<file path="config.mk">
export PLATFORM = sky130hd
export DESIGN_NAME = dscc_self_cal
export DESIGN_NICKNAME = d
export VERILOG_FILES = /design/src/dscc_pkg.sv /design/src/dscc_self_cal.sv /design/src/dscc_sync2.sv /design/src/dscc_cal_engine.sv
export SDC_FILE = /design/constraint.sdc
export NUM_CORES = 1
export LEC_CHECK = 0
export BUFFER_PORTS_ARGS = -buffer_cell sky130_fd_sc_hd__buf_2
export CAP_MARGIN = 30
export CORE_MARGIN = 2
export CORE_UTILIZATION = 26
export CTS_CLUSTER_SIZE = 28
export DETAILED_ROUTE_END_ITERATION = 10
export PLACE_DENSITY = 0.44
export SLEW_MARGIN = 25
export SYNTH_ARGS = -nofsm -noshare
export SYNTH_HDL_FRONTEND = slang
export SYNTH_SLANG_ARGS = --single-unit
</file>
<file path="constraint.sdc">
create_clock -name clk -period 2.3 [get_ports clk]
set_input_delay 0.575 -clock clk [delete_from_list [all_inputs] [get_ports clk]]
set_output_delay 0.575 -clock clk [all_outputs]
set_load 0.1 [all_outputs]
</file>
<file path="src/dscc_pkg.sv">
// shared constants, register map and types of the calibration control block
package dscc_pkg;
    // ===================================================================
    // register access port
    localparam int ADDR_W = 12;
    localparam int DATA_W = 8;
    localparam logic [ADDR_W-1:0] ADDR_CLK_SETUP = 12'h0e7;
    localparam logic [ADDR_W-1:0] ADDR_CHAN_SEL = 12'h0e8;
    localparam logic [ADDR_W-1:0] ADDR_CTRL_STAT = 12'h0e9;
    localparam logic [DATA_W-1:0] READ_ZERO = 8'h00;
    // ===================================================================
    // cal_clock_setup fields
    localparam int CLK_UPPER_MSB = 7;
    localparam int CLK_UPPER_LSB = 4;
    localparam int CLK_EN_BIT = 3;
    localparam logic [3:0] CLK_UPPER_RST = 4'h3;
    // ===================================================================
    // cal_channel_select fields
    localparam int SEL_W = 4;
    localparam logic [SEL_W-1:0] SEL_RST = 4'hf;
    localparam int SEL_CH0_BIT = 0;
    localparam int SEL_CH1_BIT = 2;
    // ===================================================================
    // cal_control_status fields
    localparam int DONE_BIT = 7;
    localparam int ACTIVE_BIT = 6;
    localparam int HI_BIT = 5;
    localparam int LO_BIT = 4;
    localparam int START_BIT = 1;
    localparam int EN_BIT = 0;
    // ===================================================================
    // engine sizing and timing
    localparam int NCH = 2;
    localparam int CODE_W = 8;
    localparam int BIT_W = 3;
    localparam logic [BIT_W-1:0] CODE_MSB = 3'h7;
    localparam int PRESET_W = 4;
    localparam int RETRY_W = 2;
    localparam logic [RETRY_W-1:0] MAX_RETRY = 2'h3;
    localparam int CLK_MHZ = 100;
    localparam int SETTLE_NS = 200;
    localparam int SETTLE_W = 5;
    localparam logic [SETTLE_W-1:0] SETTLE_CYC =
        SETTLE_W'((SETTLE_NS * CLK_MHZ + 999) / 1000);
    // ===================================================================
    // engine states
    typedef enum logic [1:0]
    {
        ST_IDLE = 2'b00,
        ST_TRIAL = 2'b01,
        ST_DECIDE = 2'b10,
        ST_CHECK = 2'b11
    } dscc_state_type;
endpackage

</file>
<file path="src/dscc_self_cal.sv">
// top of the self-calibration control block with its three registers
`timescale 1ns/1ps
// ===================================================================
// Notes on behaviour
// - setup bit 3 gates the calibration clock
// - four-bit select picks channels, resets all ones
// - launches hit any mix; bit0 zero, bit2 one
// - done flag bit 7 rises at run end
// - overrange at finish means the reruns ran out, not success
// - active flag bit 6 high during runs
// - bit 5 marks high-side saturation at cycle end
// - bit 4 marks low-side saturation at cycle end
// - overrange shifts preset and reruns the cycle
// - rising start bit launches selected channels
// - enable bit powers engine, gates coefficient use
module dscc_self_cal
(
    input wire logic clk,
    input wire logic arst_n,
    input wire logic [dscc_pkg::ADDR_W-1:0] reg_addr,
    input wire logic reg_wr,
    input wire logic [dscc_pkg::DATA_W-1:0] reg_wdata,
    input wire logic reg_rd,
    output logic [dscc_pkg::DATA_W-1:0] reg_rdata,
    output logic cal_clk_gate,
    input wire logic cmp_hi_ch0,
    input wire logic cmp_hi_ch1,
    output logic [dscc_pkg::CODE_W-1:0] trim_code_ch0,
    output logic [dscc_pkg::CODE_W-1:0] trim_code_ch1,
    output logic [dscc_pkg::PRESET_W-1:0] preset_ch0,
    output logic [dscc_pkg::PRESET_W-1:0] preset_ch1,
    output logic coeff_apply_ch0,
    output logic coeff_apply_ch1
);
    import dscc_pkg::*;

    logic [3:0] clk_upper_r, clk_upper_nxt;
    logic clk_en_r, clk_en_nxt;
    logic [SEL_W-1:0] sel_r, sel_nxt;
    logic [NCH-1:0] en_r, en_nxt;
    logic [NCH-1:0] start_r, start_nxt;
    logic [DATA_W-1:0] rdata_r, rdata_nxt;
    logic [NCH-1:0] cmp_pin;
    logic [NCH-1:0] cmp_sync;
    logic [NCH-1:0] act;
    logic [NCH-1:0] done;
    logic [NCH-1:0] hi;
    logic [NCH-1:0] lo;
    logic [NCH-1:0] apply;
    logic [NCH-1:0][CODE_W-1:0] code;
    logic [NCH-1:0][PRESET_W-1:0] pre;

    // ===================================================================
    // helpers

    // select bit that pages a channel in
    function automatic logic chan_picked(input logic [SEL_W-1:0] sel, input int ch);
        if (ch == 0)
            return sel[SEL_CH0_BIT];
        else
            return sel[SEL_CH1_BIT];
    endfunction

    // status byte of one channel as software reads it
    function automatic logic [DATA_W-1:0] ctrl_byte(input int ch,
        input logic [NCH-1:0] d, input logic [NCH-1:0] a,
        input logic [NCH-1:0] h, input logic [NCH-1:0] l,
        input logic [NCH-1:0] s, input logic [NCH-1:0] e);
        logic [DATA_W-1:0] b;
        b = READ_ZERO;
        b[DONE_BIT] = d[ch];
        b[ACTIVE_BIT] = a[ch];
        b[HI_BIT] = h[ch];
        b[LO_BIT] = l[ch];
        b[START_BIT] = s[ch];
        b[EN_BIT] = e[ch];
        return b;
    endfunction

    // ===================================================================
    // register writes
    always_comb
    begin
        clk_upper_nxt = clk_upper_r;
        clk_en_nxt = clk_en_r;
        sel_nxt = sel_r;
        en_nxt = en_r;
        start_nxt = start_r;
        if (reg_wr)
        begin
            case (reg_addr)
                ADDR_CLK_SETUP:
                begin
                    // upper nibble kept as written; software owns its value
                    clk_upper_nxt = reg_wdata[CLK_UPPER_MSB:CLK_UPPER_LSB];
                    clk_en_nxt = reg_wdata[CLK_EN_BIT];
                end
                ADDR_CHAN_SEL:
                    sel_nxt = reg_wdata[SEL_W-1:0];
                ADDR_CTRL_STAT:
                begin
                    // every paged channel takes the write at once
                    for (int ch = 0; ch < NCH; ch++)
                    begin
                        if (chan_picked(sel_r, ch))
                        begin
                            en_nxt[ch] = reg_wdata[EN_BIT];
                            start_nxt[ch] = reg_wdata[START_BIT];
                        end
                    end
                end
                default:
                    clk_en_nxt = clk_en_r;
            endcase
        end
    end

    always_ff @(posedge clk or negedge arst_n)
    begin
        if (!arst_n)
        begin
            clk_upper_r <= CLK_UPPER_RST;
            clk_en_r <= 1'b0;
            sel_r <= SEL_RST;
            en_r <= '0;
            start_r <= '0;
        end
        else
        begin
            clk_upper_r <= clk_upper_nxt;
            clk_en_r <= clk_en_nxt;
            sel_r <= sel_nxt;
            en_r <= en_nxt;
            start_r <= start_nxt;
        end
    end

    // ===================================================================
    // register reads, answered one cycle after the strobe
    always_comb
    begin
        rdata_nxt = rdata_r;
        if (reg_rd)
        begin
            rdata_nxt = READ_ZERO;
            case (reg_addr)
                ADDR_CLK_SETUP:
                begin
                    rdata_nxt[CLK_UPPER_MSB:CLK_UPPER_LSB] = clk_upper_r;
                    rdata_nxt[CLK_EN_BIT] = clk_en_r;
                end
                ADDR_CHAN_SEL:
                    rdata_nxt[SEL_W-1:0] = sel_r;
                ADDR_CTRL_STAT:
                begin
                    // with both bits set channel zero wins; one bit is expected
                    if (chan_picked(sel_r, 0))
                        rdata_nxt = ctrl_byte(0, done, act, hi, lo, start_r, en_r);
                    else if (chan_picked(sel_r, 1))
                        rdata_nxt = ctrl_byte(1, done, act, hi, lo, start_r, en_r);
                end
                default:
                    rdata_nxt = READ_ZERO;
            endcase
        end
    end

    always_ff @(posedge clk or negedge arst_n)
    begin
        if (!arst_n)
            rdata_r <= READ_ZERO;
        else
            rdata_r <= rdata_nxt;
    end

    // ===================================================================
    // per-channel comparator sync and calibration engines
    assign cmp_pin[0] = cmp_hi_ch0;
    assign cmp_pin[1] = cmp_hi_ch1;

    for (genvar ch = 0; ch < NCH; ch++)
    begin : g_chan
        dscc_sync2 u_sync
        (
            .clk(clk),
            .arst_n(arst_n),
            .async_in(cmp_pin[ch]),
            .sync_out(cmp_sync[ch])
        );

        dscc_cal_engine u_engine
        (
            .clk(clk),
            .arst_n(arst_n),
            .cal_en(en_r[ch]),
            .start_lvl(start_r[ch]),
            .clk_en(clk_en_r),
            .cmp_hi(cmp_sync[ch]),
            .active(act[ch]),
            .done(done[ch]),
            .err_hi(hi[ch]),
            .err_lo(lo[ch]),
            .coeff_apply(apply[ch]),
            .trim_code(code[ch]),
            .preset(pre[ch])
        );
    end

    // ===================================================================
    // outputs, all straight from flip-flops
    assign reg_rdata = rdata_r;
    assign cal_clk_gate = clk_en_r;
    assign trim_code_ch0 = code[0];
    assign trim_code_ch1 = code[1];
    assign preset_ch0 = pre[0];
    assign preset_ch1 = pre[1];
    assign coeff_apply_ch0 = apply[0];
    assign coeff_apply_ch1 = apply[1];

    // ===================================================================
    // checks
    property p_clk_gate;
        @(posedge clk) disable iff (!arst_n)
        (reg_wr && reg_addr == ADDR_CLK_SETUP)
        |=> cal_clk_gate == $past(reg_wdata[CLK_EN_BIT]);
    endproperty
    a_clk_gate: assert property (p_clk_gate) else $error("clock gate missed write");

    property p_sel_read;
        @(posedge clk) disable iff (!arst_n)
        (reg_rd && !reg_wr && reg_addr == ADDR_CHAN_SEL)
        |=> reg_rdata == {{(DATA_W-SEL_W){1'b0}}, $past(sel_r)};
    endproperty
    a_sel_read: assert property (p_sel_read) else $error("select readback wrong");

    property p_wr_both;
        @(posedge clk) disable iff (!arst_n)
        (reg_wr && reg_addr == ADDR_CTRL_STAT && sel_r[SEL_CH0_BIT] && sel_r[SEL_CH1_BIT])
        |=> en_r == {NCH{$past(reg_wdata[EN_BIT])}} && start_r == {NCH{$past(reg_wdata[START_BIT])}};
    endproperty
    a_wr_both: assert property (p_wr_both) else $error("paged write missed a channel");

    property p_wr_skip;
        @(posedge clk) disable iff (!arst_n)
        (reg_wr && reg_addr == ADDR_CTRL_STAT && !sel_r[SEL_CH1_BIT])
        |=> $stable(en_r[1]) && $stable(start_r[1]);
    endproperty
    a_wr_skip: assert property (p_wr_skip) else $error("unpaged channel written");

    property p_stat_read;
        @(posedge clk) disable iff (!arst_n)
        (reg_rd && reg_addr == ADDR_CTRL_STAT && sel_r[SEL_CH1_BIT] && !sel_r[SEL_CH0_BIT])
        |=> reg_rdata[DONE_BIT] == $past(done[1]) && reg_rdata[ACTIVE_BIT] == $past(act[1])
            && reg_rdata[HI_BIT] == $past(hi[1]) && reg_rdata[LO_BIT] == $past(lo[1]);
    endproperty
    a_stat_read: assert property (p_stat_read) else $error("status readback wrong");

    property p_launch_top;
        @(posedge clk) disable iff (!arst_n)
        (reg_wr && reg_addr == ADDR_CTRL_STAT && sel_r[SEL_CH0_BIT] && reg_wdata[START_BIT]
         && reg_wdata[EN_BIT] && !start_r[0] && !act[0])
        |=> ##1 act[0];
    endproperty
    a_launch_top: assert property (p_launch_top) else $error("start write did not launch");

    property p_launch_ch1;
        @(posedge clk) disable iff (!arst_n)
        (reg_wr && reg_addr == ADDR_CTRL_STAT && sel_r[SEL_CH1_BIT] && reg_wdata[START_BIT]
         && reg_wdata[EN_BIT] && !start_r[1] && !act[1])
        |=> ##1 act[1];
    endproperty
    a_launch_ch1: assert property (p_launch_ch1) else $error("channel one launch missed");

    // gate changes only through a setup write
    property p_gate_hold;
        @(posedge clk) disable iff (!arst_n)
        !(reg_wr && reg_addr == ADDR_CLK_SETUP) |=> $stable(cal_clk_gate);
    endproperty
    a_gate_hold: assert property (p_gate_hold) else $error("clock gate moved without write");

    // channel zero readback, the case software uses most
    property p_stat_ch0;
        @(posedge clk) disable iff (!arst_n)
        (reg_rd && reg_addr == ADDR_CTRL_STAT && sel_r[SEL_CH0_BIT])
        |=> reg_rdata[ACTIVE_BIT] == $past(act[0]) && reg_rdata[DONE_BIT] == $past(done[0])
            && reg_rdata[EN_BIT] == $past(en_r[0]);
    endproperty
    a_stat_ch0: assert property (p_stat_ch0) else $error("channel zero status wrong");

    // addresses outside the three mapped registers read as zero
    property p_unmapped;
        @(posedge clk) disable iff (!arst_n)
        (reg_rd && reg_addr != ADDR_CLK_SETUP && reg_addr != ADDR_CHAN_SEL
         && reg_addr != ADDR_CTRL_STAT)
        |=> reg_rdata == READ_ZERO;
    endproperty
    a_unmapped: assert property (p_unmapped) else $error("unmapped read not zero");

    // coefficients lag the enable by one register stage, never more
    property p_apply_top;
        @(posedge clk) disable iff (!arst_n)
        coeff_apply_ch1 |-> $past(en_r[1]) && done[1] && !hi[1] && !lo[1];
    endproperty
    a_apply_top: assert property (p_apply_top) else $error("channel one coefficients wrong");
endmodule

</file>
<file path="src/dscc_sync2.sv">
// two flip-flop synchroniser for one asynchronous level
`timescale 1ns/1ps
module dscc_sync2
(
    input wire logic clk,
    input wire logic arst_n,
    input wire logic async_in,
    output logic sync_out
);
    logic meta_r;
    logic sync_r;

    // first stage feeds only the second stage
    always_ff @(posedge clk or negedge arst_n)
    begin
        if (!arst_n)
        begin
            meta_r <= 1'b0;
            sync_r <= 1'b0;
        end
        else
        begin
            meta_r <= async_in;
            sync_r <= meta_r;
        end
    end

    assign sync_out = sync_r;
endmodule

</file>
<file path="src/dscc_cal_engine.sv">
// per-channel successive approximation calibration engine
`timescale 1ns/1ps
module dscc_cal_engine
    import dscc_pkg::*;
(
    input wire logic clk,
    input wire logic arst_n,
    input wire logic cal_en,
    input wire logic start_lvl,
    input wire logic clk_en,
    input wire logic cmp_hi,
    output logic active,
    output logic done,
    output logic err_hi,
    output logic err_lo,
    output logic coeff_apply,
    output logic [CODE_W-1:0] trim_code,
    output logic [PRESET_W-1:0] preset
);
    dscc_state_type state_r, state_nxt;
    logic [CODE_W-1:0] code_r, code_nxt;
    logic [BIT_W-1:0] bit_r, bit_nxt;
    logic [SETTLE_W-1:0] settle_r, settle_nxt;
    logic [RETRY_W-1:0] retry_r, retry_nxt;
    logic [PRESET_W-1:0] preset_r, preset_nxt;
    logic start_d_r, act_r, act_nxt, done_r, done_nxt;
    logic hi_r, hi_nxt, lo_r, lo_nxt, apply_r, apply_nxt;
    logic start_rise;

    function automatic logic sat_high(input logic [CODE_W-1:0] c);
        return &c;
    endfunction

    function automatic logic sat_low(input logic [CODE_W-1:0] c);
        return ~|c;
    endfunction

    assign start_rise = start_lvl & ~start_d_r;

    // ===================================================================
    // sequencer; every step past launch waits for the gated cal clock
    always_comb
    begin
        state_nxt = state_r;
        code_nxt = code_r;
        bit_nxt = bit_r;
        settle_nxt = settle_r;
        retry_nxt = retry_r;
        preset_nxt = preset_r;
        act_nxt = act_r;
        done_nxt = done_r;
        hi_nxt = hi_r;
        lo_nxt = lo_r;
        case (state_r)
            ST_IDLE:
            begin
                if (start_rise && cal_en)
                begin
                    act_nxt = 1'b1;
                    done_nxt = 1'b0;
                    hi_nxt = 1'b0;
                    lo_nxt = 1'b0;
                    retry_nxt = '0;
                    code_nxt = '0;
                    code_nxt[CODE_MSB] = 1'b1;
                    bit_nxt = CODE_MSB;
                    settle_nxt = SETTLE_CYC;
                    state_nxt = ST_TRIAL;
                end
            end
            ST_TRIAL:
            begin
                if (clk_en)
                begin
                    if (settle_r == '0)
                        state_nxt = ST_DECIDE;
                    else
                        settle_nxt = settle_r - 1'b1;
                end
            end
            ST_DECIDE:
            begin
                if (clk_en)
                begin
                    if (cmp_hi)
                        code_nxt[bit_r] = 1'b0;
                    if (bit_r == '0)
                        state_nxt = ST_CHECK;
                    else
                    begin
                        bit_nxt = bit_r - 1'b1;
                        code_nxt[bit_r - 1'b1] = 1'b1;
                        settle_nxt = SETTLE_CYC;
                        state_nxt = ST_TRIAL;
                    end
                end
            end
            ST_CHECK:
            begin
                if (clk_en)
                begin
                    hi_nxt = sat_high(code_r);
                    lo_nxt = sat_low(code_r);
                    if ((hi_nxt || lo_nxt) && retry_r != MAX_RETRY)
                    begin
                        // shift the preset away from the rail and run again
                        if (hi_nxt && preset_r != '1)
                            preset_nxt = preset_r + 1'b1;
                        else if (lo_nxt && preset_r != '0)
                            preset_nxt = preset_r - 1'b1;
                        retry_nxt = retry_r + 1'b1;
                        code_nxt = '0;
                        code_nxt[CODE_MSB] = 1'b1;
                        bit_nxt = CODE_MSB;
                        settle_nxt = SETTLE_CYC;
                        state_nxt = ST_TRIAL;
                    end
                    else
                    begin
                        done_nxt = 1'b1;
                        act_nxt = 1'b0;
                        state_nxt = ST_IDLE;
                    end
                end
            end
            default:
                state_nxt = ST_IDLE;
        endcase
        // dropping the enable abandons a run without a result
        if (!cal_en)
        begin
            // an abort in the check cycle must not post a result
            act_nxt = 1'b0;
            done_nxt = done_r;
            hi_nxt = hi_r;
            lo_nxt = lo_r;
            state_nxt = ST_IDLE;
        end
        apply_nxt = cal_en && done_nxt && !hi_nxt && !lo_nxt;
    end

    // ===================================================================
    always_ff @(posedge clk or negedge arst_n)
    begin
        if (!arst_n)
        begin
            state_r <= ST_IDLE;
            code_r <= '0;
            bit_r <= '0;
            settle_r <= '0;
            retry_r <= '0;
            preset_r <= '0;
            start_d_r <= 1'b0;
            act_r <= 1'b0;
            done_r <= 1'b0;
            hi_r <= 1'b0;
            lo_r <= 1'b0;
            apply_r <= 1'b0;
        end
        else
        begin
            state_r <= state_nxt;
            code_r <= code_nxt;
            bit_r <= bit_nxt;
            settle_r <= settle_nxt;
            retry_r <= retry_nxt;
            preset_r <= preset_nxt;
            start_d_r <= start_lvl;
            act_r <= act_nxt;
            done_r <= done_nxt;
            hi_r <= hi_nxt;
            lo_r <= lo_nxt;
            apply_r <= apply_nxt;
        end
    end

    assign active = act_r;
    assign done = done_r;
    assign err_hi = hi_r;
    assign err_lo = lo_r;
    assign coeff_apply = apply_r;
    assign trim_code = code_r;
    assign preset = preset_r;

    // ===================================================================
    // checks
    property p_launch;
        @(posedge clk) disable iff (!arst_n)
        (start_lvl && !start_d_r && cal_en && state_r == ST_IDLE) |=> act_r && !done_r;
    endproperty
    a_launch: assert property (p_launch) else $error("launch did not start run");

    property p_done_idle;
        @(posedge clk) disable iff (!arst_n)
        $rose(done_r) |-> !act_r && $past(act_r);
    endproperty
    a_done_idle: assert property (p_done_idle) else $error("done without run end");

    property p_active_run;
        @(posedge clk) disable iff (!arst_n)
        (state_r != ST_IDLE) |-> act_r;
    endproperty
    a_active_run: assert property (p_active_run) else $error("run without active");

    property p_hi_sat;
        @(posedge clk) disable iff (!arst_n)
        $rose(done_r) && hi_r |-> sat_high(code_r);
    endproperty
    a_hi_sat: assert property (p_hi_sat) else $error("high flag without high rail");

    property p_lo_sat;
        @(posedge clk) disable iff (!arst_n)
        $rose(done_r) && lo_r |-> sat_low(code_r);
    endproperty
    a_lo_sat: assert property (p_lo_sat) else $error("low flag without low rail");

    property p_retry;
        @(posedge clk) disable iff (!arst_n)
        (state_r == ST_CHECK && clk_en && cal_en && sat_high(code_r) &&
         retry_r != MAX_RETRY && preset_r != '1)
        |=> state_r == ST_TRIAL && preset_r == $past(preset_r) + 1'b1;
    endproperty
    a_retry: assert property (p_retry) else $error("no rerun after overrange");

    property p_apply;
        @(posedge clk) disable iff (!arst_n)
        apply_r |-> $past(cal_en) && done_r && !hi_r && !lo_r;
    endproperty
    a_apply: assert property (p_apply) else $error("coefficients applied wrongly");

    property p_stall;
        @(posedge clk) disable iff (!arst_n)
        (state_r != ST_IDLE && !clk_en && cal_en) |=> $stable(code_r) && $stable(state_r);
    endproperty
    a_stall: assert property (p_stall) else $error("engine moved with clock off");

    property p_disabled;
        @(posedge clk) disable iff (!arst_n)
        !cal_en |=> !act_r && !apply_r;
    endproperty
    a_disabled: assert property (p_disabled) else $error("engine ran while disabled");
endmodule

</file>
## Word level (Yosys, flattened, before mapping)

Cells that the tools add are included.

| storage, ports and cells | value |
|---|---|
| bits in registers | 85 |
| input port bits | 26 |
| output and inout bits | 35 |
| logic and storage cells | 300 |

| operators by class | value |
|---|---|
| add/sub/neg operators | 10 |
| $lt $le $gt $ge | 8 |
| eq/ne operators | 41 |
| muxes and demuxes | 133 |
| bitwise operators | 10 |
| reduce and logical (&&, ||, !) cells | 62 |

Operators by type and width:

| cell | number |
|---|---|
| 8-bit two-way mux | 18 |
| 5-bit two-way mux | 14 |
| 8-bit case mux with 3 select lines | 2 |
| 1-bit two-way mux | 42 |
| 2-bit two-way mux | 20 |
| 5-bit case mux with 4 select lines | 2 |
| 12-bit by 8-bit == test with 1-bit output (second input constant) | 3 |
| 3-bit two-way mux | 10 |
| 2-bit != test (second input constant) | 12 |
| 3-bit != test (second input constant) | 8 |
| 4-bit AND reduction | 6 |
| 5-bit AND reduction | 4 |
| 1-bit logical AND | 18 |
| 3-bit case mux with 3 select lines | 2 |
| 8-bit AND | 2 |
| 3-bit by 4-bit < comparator with 1-bit output (second input constant) | 4 |
| 4-bit two-way mux | 4 |
| 8-bit inverter | 2 |
| 8-bit OR | 2 |
| 1-bit case mux with 2 select lines | 8 |
| 2-bit case mux with 4 select lines | 2 |
| 8-bit AND reduction | 2 |
| 8-bit OR reduction | 2 |
| 7-bit AND reduction | 2 |
| 30 further kinds | 73 |

## Logic depth before layout (Yosys ltp)

Gate-level depths: netlist (run 1).

| logic depth | value |
|---|---|
| depth after elaboration | 13 |
| mapped depth | 9 |
| depth with buffers taken out | 9 |

## Hierarchy

Synthesis (run 1) repeated with hierarchy kept, for this count alone.

| unflattened totals | value |
|---|---|
| cell total of the unflattened synthesis | 519 |
| area, all modules | 5343.9 um2 |

By module, submodules not included:

| module | instances | cells each | area each (um2) | sequential area each (um2) |
|---|---|---|---|---|
| dscc_cal_engine at g_chan[1].u_engine | 1 | 220 | 2148.3 | 750.7 |
| dscc_cal_engine at g_chan[0].u_engine | 1 | 210 | 2049.5 | 750.7 |
| dscc_self_cal | 1 | 85 | 1046.0 | 533.0 |
| dscc_sync2 | 2 | 2 | 50.0 | 50.0 |

## Worst setup path after synthesis (run 1)

No wires, ideal clock.

| path | value |
|---|---|
| path type | reg2reg |
| start point | register g_chan[1].u_engine.code_r[6] |
| end point | register g_chan[1].u_engine.preset_r[3] |
| library setup time | 0.159 ns |
| arrival time | 2.612 ns |
| data required time | 2.141 ns |
| slack | -0.471 ns |
| stages on the path, launching flop included | 9 |
| path buffers | 0 |
| clock period less this slack | 2.771 ns |
| path through | dfrtp_1 > nand4_1 > or3_1 > ha_1 > a21o_1 > a21oi_1 > xnor2_1 > nand4_1 > xnor2_1 |

| between the ends | value |
|---|---|
| cells in the longest elaborated chain, start to end | 5 |
| elaborated cells on any way between the ends | 10 |
| classes of those cells | mux: 1; reduce/logical: 9 |

RTL lines:

| element | line | RTL |
|---|---|---|
| from (decl) | dscc_cal_engine.sv:21 | `logic [CODE_W-1:0] code_r, code_nxt;` |
| from (signal assigned) | dscc_cal_engine.sv:163 | `code_r <= code_nxt;` |
| 8-bit OR reduction | dscc_cal_engine.sv:35 | `return ~\|c;` |
| 1-bit zero test | dscc_cal_engine.sv:35 |  |
| 1-bit logical AND / 1-bit logical OR (equally long branches) | dscc_cal_engine.sv:109, dscc_cal_engine.sv:104 |  |
| 2-bit nonzero test (no line) / 1-bit logical AND (equally long branches) | -- |  |
| 4-bit AND reduction (no line) | -- |  |
| to (signal assigned) | dscc_cal_engine.sv:167 | `preset_r <= preset_nxt;` |
| to (decl) | dscc_cal_engine.sv:25 | `logic [PRESET_W-1:0] preset_r, preset_nxt;` |

Several ways; a longest one is shown, not always the timed one.
A chain may end at the register's enable or synchronous reset.

## Worst setup path in the final report (run 1)

| path | value |
|---|---|
| start point | input reg_addr[9] (netlist bit) |
| end point | register rdata_r[0] (netlist: reg_rdata[0]) |

| between the ends | value |
|---|---|
| cells in the longest elaborated chain, start to end | 2 |
| elaborated cells on any way between the ends | 3 |
| classes of those cells | eq/ne: 2; mux: 1 |

RTL lines:

| element | line | RTL |
|---|---|---|
| from (decl) | dscc_self_cal.sv:20 | `input wire logic [dscc_pkg::ADDR_W-1:0] reg_addr,` |
| 12-bit by 8-bit == test with 1-bit output | dscc_self_cal.sv:146 | `case (reg_addr)` |
| 3-bit case mux with 2 select lines * | dscc_self_cal.sv:146 |  |
| to (signal assigned) | dscc_self_cal.sv:173 | `rdata_r <= rdata_nxt;` |
| to (decl) | dscc_self_cal.sv:42 | `logic [DATA_W-1:0] rdata_r, rdata_nxt;` |

Mark *: on every way between the ends. The rest lies on a longest branch, timed or not.

==> metrics, run 1 <==
synth unique cells 72; endpoints failing hold 0; largest net degree at the start of global routing 32; DR pass1 iterations 4; Final ANT Viol Nets 0; Pwr per Cell Area 514 nW/um^2; n_diodes 0; CP Max Fanout 6; CP required 2560 ps; Slew Limit Headroom 61.2%; Worst Setup SP reg_addr[9]; Critical-path top delay cell or4b_4; via count of the first global-routing pass 4,313; R2R cell count 6; initial core utilization 26.7%; fin util 34.2%; Global Route Usage Sum 13.6%; number of buffers created by CTS 9; Startpoint Class primary input; fmax 446 MHz; H-tree depth 3; WS Path Type in2reg; Max-Cap Viols 0; unrepaired setup endpoints after global routing yes; FF-to-FF Start g_chan[0].u_engine.trim_code[2]; # fillers 1,982; Die Wd 143 um; min cycle time layout 2240 ps; Worst R2R Setup Slack 80 ps; Syn Std Cell Area 5050 sq um; CTS max path bufs 2; Routed WL 13,500 um; Hold WC Path Type in2async; CP Cell Sequence buf_6, or4_4, or4b_4, nor4b_4, nand2_1, a41oi_1; TritonCTS clock tree yes; first-pass GRT wire length 22,100 um; Die ar. 20,600 sq um; syn avg cell area 9.62 sq um; CP Capture Type flop; Main synth FF type dfrtp_1; drt first-iter violations 252; core area 18,900 sq um; DR vias/cell 4.84; clock transition at the registers of the reported paths 70 ps; GRT Residual Overflow 0; capturing point of the worst reg2reg path g_chan[0].u_engine.trim_code[7]; # setup viols final 0; Synth Instances 525; I/O Buffers 60; Boundary Pins 61; final worst slack 58.1 ps; chip height 143 um; Async SR Flop Fraction 100%; clk_lat worst skew 350 ps; outcome finished, final reports clean; Clock Sinks 85; period utilization 97.5%; Buf/Inv on CP 1; via count 4,309; synthesized flop and latch total 85; number of synthesized flops with an enable pin 0; WL/cell 15.1 um; area grow syn2layout 28.1%; clock skew 10.6 ps; HPWL after DPL 10,000 um; synth warn 0; drc violations 0; CTS root buffer clkbuf_16; antenna violations before repair 0; RePlAce Congestion 0.817; Hold-fix buffers, CTS 0; Peak supply drop 0.000348 V; Final #Nets 678; largest stage delay on the critical path 560 ps; Seq/Total Area, Yosys 42.2%; critical path's top delay family simple AND/OR/NAND/NOR gates; Mapped Nets 577; post-place setup slack -295 ps; Final Max Tran Viols 0; Leak Pwr 2.83 nW; Rows 50; CP arrival 2500 ps; Crit. path cell count 6; Worst Tran Pin Value 574 ps; proportion of layout cells with a drive suffix above 1 31.9%
worst max-delay path by stage:
stage	to	slack, ps
floorplan	sel_r[0]	-140
global placement	reg_rdata[0]	-260
detailed placement	reg_rdata[6]	-290
CTS	g_chan[0].u_engine.trim_code[6]	30
global route	g_chan[0].u_engine.bit_r[1]	-10
finish	reg_rdata[0]	60
cells in the mapped netlist (4+ instances only):
cell type / n / area share (%)
clkbuf_1: 18 / 1.3
inv_1: 37 / 2.7
nand3_1: 11 / 1.1
and3_1: 8 / 0.99
a21oi_1: 28 / 2.8
nand2_1: 60 / 4.5
o22ai_1: 6 / 0.74
a31oi_1: 4 / 0.50
a21o_1: 5 / 0.74
mux2_4: 4 / 1.2
nand2b_1: 8 / 0.99
mux2i_1: 8 / 1.6
dfstp_2: 6 / 3.1
o21ai_0: 29 / 2.9
or3_1: 5 / 0.62
a221oi_1: 4 / 0.69
ha_1: 24 / 5.9
xor2_1: 6 / 1.0
o211ai_1: 10 / 1.5
a22o_1: 8 / 1.4
o2bb2ai_1: 4 / 0.69
nor2_1: 20 / 1.5
xnor2_1: 6 / 1.0
a41oi_1: 7 / 1.2
nor4_1: 6 / 0.74
mux2_2: 13 / 2.9
o31ai_1: 5 / 0.74
nor3_1: 9 / 0.89
nor2b_1: 6 / 0.74
a2bb2oi_1: 4 / 0.69
nor3b_1: 4 / 0.59
dfrtp_1: 79 / 39
nand4_1: 7 / 0.87
o32ai_1: 4 / 0.69
layout make-up:
| type | count | area [sq um] | share of cell area [%] |
|---|---|---|---|
| flip-flops and latches | 85 | 2200 | 34.0 |
| inverters | 39 | 146 | 2.26 |
| multi-input cells | 381 | 2770 | 42.8 |
| clock buffers | 11 | 253 | 3.91 |
| well taps | 260 | 325 | 5.03 |
| clock inverters | 5 | 82.6 | 1.28 |
| repair buffers | 110 | 697 | 10.8 |
per-layer routing:
layer / wire length [um] / global-route usage [%] / vias to the layer above
li1: - / - / 2140
met1: 6370 / 17.6 / 2105
met2: 6540 / 22.8 / 45
met3: 283 / 2.17 / 19
met4: 294 / 5.31 / 0
met5: 0 / 0 / -
placed cells by master, fill, tap and decap left out, types with 4 or more instances in the layout:
cell type  count
dfstp_2        6
ha_1          24
nand3_1       11
a22o_1         8
nand2_1       60
o21ai_0       28
o32ai_1        4
a221oi_1       4
o31ai_1        5
or3_1          4
nor2b_1        6
a2bb2oi_1      4
nand4_1        7
and3_1         8
dfrtp_2       12
mux2i_1        8
a21oi_1       24
o211ai_1      10
buf_4         50
nor2_1        20
a21o_1         5
o22ai_1        6
buf_2         58
nand2b_1       8
xor2_1         6
nor4_1         6
o2bb2ai_1      4
a31oi_1        4
nor3_1         9
dfrtp_1       54
a41oi_1        5
mux2_4         4
dfrtp_4       13
mux2_2        13
inv_1         37
clkbuf_16      9
xnor2_1        6
through the flow:
stage	hold slack [ps]	power (mW)	cells	setup TNS (ps)	area, sq um
floorplan	279	1.62	525	-1250	5140
global placement	342	1.71	872	-3030	6050
detailed placement	343	1.71	872	-3460	6050
CTS	189	3.39	888	0	6390
global route	216	3.47	891	-44.3	6470
finish	185	3.33	891	0	6470
registers in the layout, indices dropped and copies added (netlist names), 4 cells and up:
signal                     cells
clk_upper_r                    4
g_chan.u_engine.bit_r          6
g_chan.u_engine.preset         8
g_chan.u_engine.retry_r        4
g_chan.u_engine.settle_r      10
g_chan.u_engine.state_r        4
g_chan.u_engine.trim_code     16
reg_rdata                      8
sel_r                          4
kinds of logic after synthesis:
family,Yosys count,synth area share (%)
XOR/XNOR,12,2.08
adder cells (fa/ha/maj),26,6.74
AND/OR/NAND/NOR,168,18.0
multiplexers,25,5.67
flip-flops,85,42.2
AO/OA/AOI/OAI,150,20.8
buffers and inverters,59,4.41
report_power, final:
group	leakage (nW)	switching (mW)	internal, mW
sequential	1.10	0.00782	1.51
clock	0.166	0.636	1.01
combinational	1.57	0.122	0.0387
total	2.83	0.766	2.56
what timing repair did:
action	in CTS	in global routing
buffers inserted	0	3
pin swaps	0	4
gates resized for setup	1	10
setup endpoints to repair	1	17
No activity file was read; power rests on OpenSTA's default activity.
==> run 2: changes to the inputs <==
--- a/config.mk
+++ b/config.mk
@@ -11,6 +11,7 @@
 export CORE_UTILIZATION = 26
 export CTS_CLUSTER_SIZE = 28
 export DETAILED_ROUTE_END_ITERATION = 10
+export GPL_TIMING_DRIVEN = 0
 export PLACE_DENSITY = 0.44
 export SLEW_MARGIN = 25
 export SYNTH_ARGS = -nofsm -noshare
==> constraint.sdc (replaced) <==
create_clock -name clk -period 2.3 [get_ports clk]
set_input_delay 0.115 -clock clk [delete_from_list [all_inputs] [get_ports clk]]
set_output_delay 0.115 -clock clk [all_outputs]
set_load 0.1 [all_outputs]
==> run 2 against run 1 <==
Net effect: critical endpoint is now g_chan[0].u_engine.trim_code[7]; clock power shrank 15%; design area shrank 1.9%; sequential share of layout area grew 0.92 points; flip-flop and latch count is the same; critical path type is now reg2reg; highest routed layer unchanged; via count is essentially flat; count of clock-buffer cells in the layout shrank 1.
==> metrics, run 2 (synthesis gave the netlist of run 1 again) <==
outcome finished, final reports clean; largest stage delay on the critical path 550 ps (about the same); H-tree depth 3 (unchanged); Startpoint Class flop; Routed WL 13,700 um (+1.2%); total power 3.09 mW (-7.1%); commonest cells after routing, fill and taps aside 60 x nand2_1, 59 x buf_2, 54 x dfrtp_1, 37 x inv_1, 28 x o21ai_0; proportion of layout cells with a drive suffix above 1 29.4% (-2.5 points); Clock Sinks 85 (unchanged); area grow syn2layout 25.7%; clock skew 14.8 ps (+4.15 ps); largest net degree at the start of global routing 66 (+110%); period utilization 95.9% (-1.6 points); Peak supply drop 0.000319 V (-8.5%); CP Max Fanout 10 (+4); # setup viols final 0 (unchanged); final worst slack 94.4 ps (+36.4 ps); drc violations 0 (unchanged); Met2 Wirelength 6370 um (-2.5%); routed wl met3 429 um (+52%); GRT Residual Overflow 0 (unchanged); hold slack 14.4 ps (-170 ps); Finished Cell Area 6350 sq um (-1.9%); I/O Buffers 59 (-1.7%); antenna violations before repair 0 (unchanged); Leak Pwr 2.67 nW (-5.7%); Global Route Usage Sum 13.8% (+0.19 points); via count 4,313 (+0.093%); CP arrival 2490 ps (about the same); post-place setup slack -363 ps (-68.6 ps); Die Wd 143 um (unchanged); fmax 453 MHz (+1.6%); Final Max Tran Viols 0 (unchanged); clock transition at the registers of the reported paths 70 ps (about the same); Worst Tran Pin Value 686 ps (+113 ps); leading cell type in the layout, fill and taps excluded nand2_1; Top Metal Used met4; CP Cell Sequence or4_4, or2_4, a211o_1, buf_6, a21boi_2, a22o_1; Final #Nets 663 (-2.2%); chip height 143 um (unchanged); Boundary Pins 61 (unchanged); HPWL after DPL 9910 um (-1.2%); Pwr per Cell Area 486 nW/um^2 (-5.4%); DR vias/cell 4.92 (+1.8%); initial core utilization 26.7% (unchanged); number of flip-flops in the largest register 16 (unchanged); RePlAce Congestion 0.833 (+2.0%); core area 18,900 sq um (unchanged); TritonCTS clock tree yes; WL/cell 15.6 um (+3.0%); number of buffers created by CTS 9 (unchanged); Critical-path top delay cell or4_4; Hold WC Path Type in2reg; CTS root buffer clkbuf_16; Cell Area, Placed 5820 sq um (-3.9%); Rows 50 (unchanged); CP required 2580 ps (+20 ps); via count of the first global-routing pass 4,278 (-0.81%); endpoints failing hold 0 (unchanged); min cycle time layout 2210 ps (-36.4 ps); Max-Cap Viols 0 (unchanged); n_diodes 0 (unchanged); clk_lat worst skew 350 ps (about the same); Slew Limit Headroom 53.9% (-7.3 points); Die ar. 20,600 sq um (unchanged); CTS max path bufs 2 (unchanged); drt first-iter violations 231 (-8.3%); Final ANT Viol Nets 0 (unchanged); CP Capture Type flop; first-pass GRT wire length 22,400 um (+1.5%); wl on met1 6690 um (+4.9%); WS Path Type reg2reg; DR pass1 iterations 4 (unchanged)
-- run 2: changes by cell type in the layout (fill, tap and decap cells not counted), sizes merged --
| cell | before | now |
|---|---|---|
| clkbuf | 11 | 26 |
| bufinv | 2 | 0 |
| dlygate4sd3 | 0 | 7 |
| clkinvlp | 0 | 2 |
| buf | 110 | 72 |
| clkinv | 5 | 3 |
| inv | 37 | 40 |
-- run 2: through the flow --
stage / TNS [ps] / std cells / util, %
final: 0 / 876 / 33.6
after global placement: -6530 / 844 / 30.6
after floorplan: -37.4 / 525 / -
after CTS: 0 / 870 / 32.9
after global routing: -12.4 / 876 / 33.6
after detailed placement: -5100 / 845 / 30.8
-- run 2: metal layers --
layer / global-route usage, % / vias to the layer above
met1: 19.3 / 2132
met3: 2.63 / 13
met5: 0 / -
met2: 21.6 / 61
met4: 3.97 / 0
li1: - / 2107
-- run 2: timing repair --
action / 4_1_cts / 5_1_grt
pin swaps: 2 / 7
hold buffers: 7 / 0
gates resized for setup: 11 / 23
endpoints found under the hold margin: 87 / 0
setup buffers: 2 / 7
setup endpoints to repair: 33 / 35
-- run 2: final timing paths --
check | start | end | slack, ps | cells after the start
worst max-delay path | g_chan[0].u_engine.trim_code[2] | g_chan[0].u_engine.trim_code[7] | 90 | 6
worst min-delay path | reg_wdata[7] | clk_upper_r[3] | 10 | 2
worst max register to register | g_chan[0].u_engine.trim_code[2] | g_chan[0].u_engine.trim_code[7] | 90 | 6
worst min register to register | g_chan[0].u_sync.meta_r | g_chan[0].u_sync.sync_out | 350 | 0
max in group asynchronous | arst_n | clk_upper_r[0] | 1480 | 3
min in group asynchronous | arst_n | g_chan[0].u_engine.trim_code[4] | 180 | 2
-- run 2: area by class of cell --
class	count	area (sq um)
clock buffer	10	229
buffer	19	87.6
timing repair buffer	76	467
tap	260	325
clock inverter	6	43.8
sequential	85	2220
inverter	39	151
fill	1993	12500
multi-input combinational	381	2830
-- run 2: report_power, final --
group | leakage, nW | switching [mW] | internal [mW]
sequential | 1.10 | 0.00757 | 1.51
combinational | 1.44 | 0.123 | 0.0440
clock | 0.134 | 0.665 | 0.741
total | 2.67 | 0.796 | 2.29
-- run 2: critical path, delay by kind of cell (launching register included) --
kind            cells  cell delay [ps]
compound gates      3              650
buf+inv             1              160
flops               1              490
simple gates        2              840
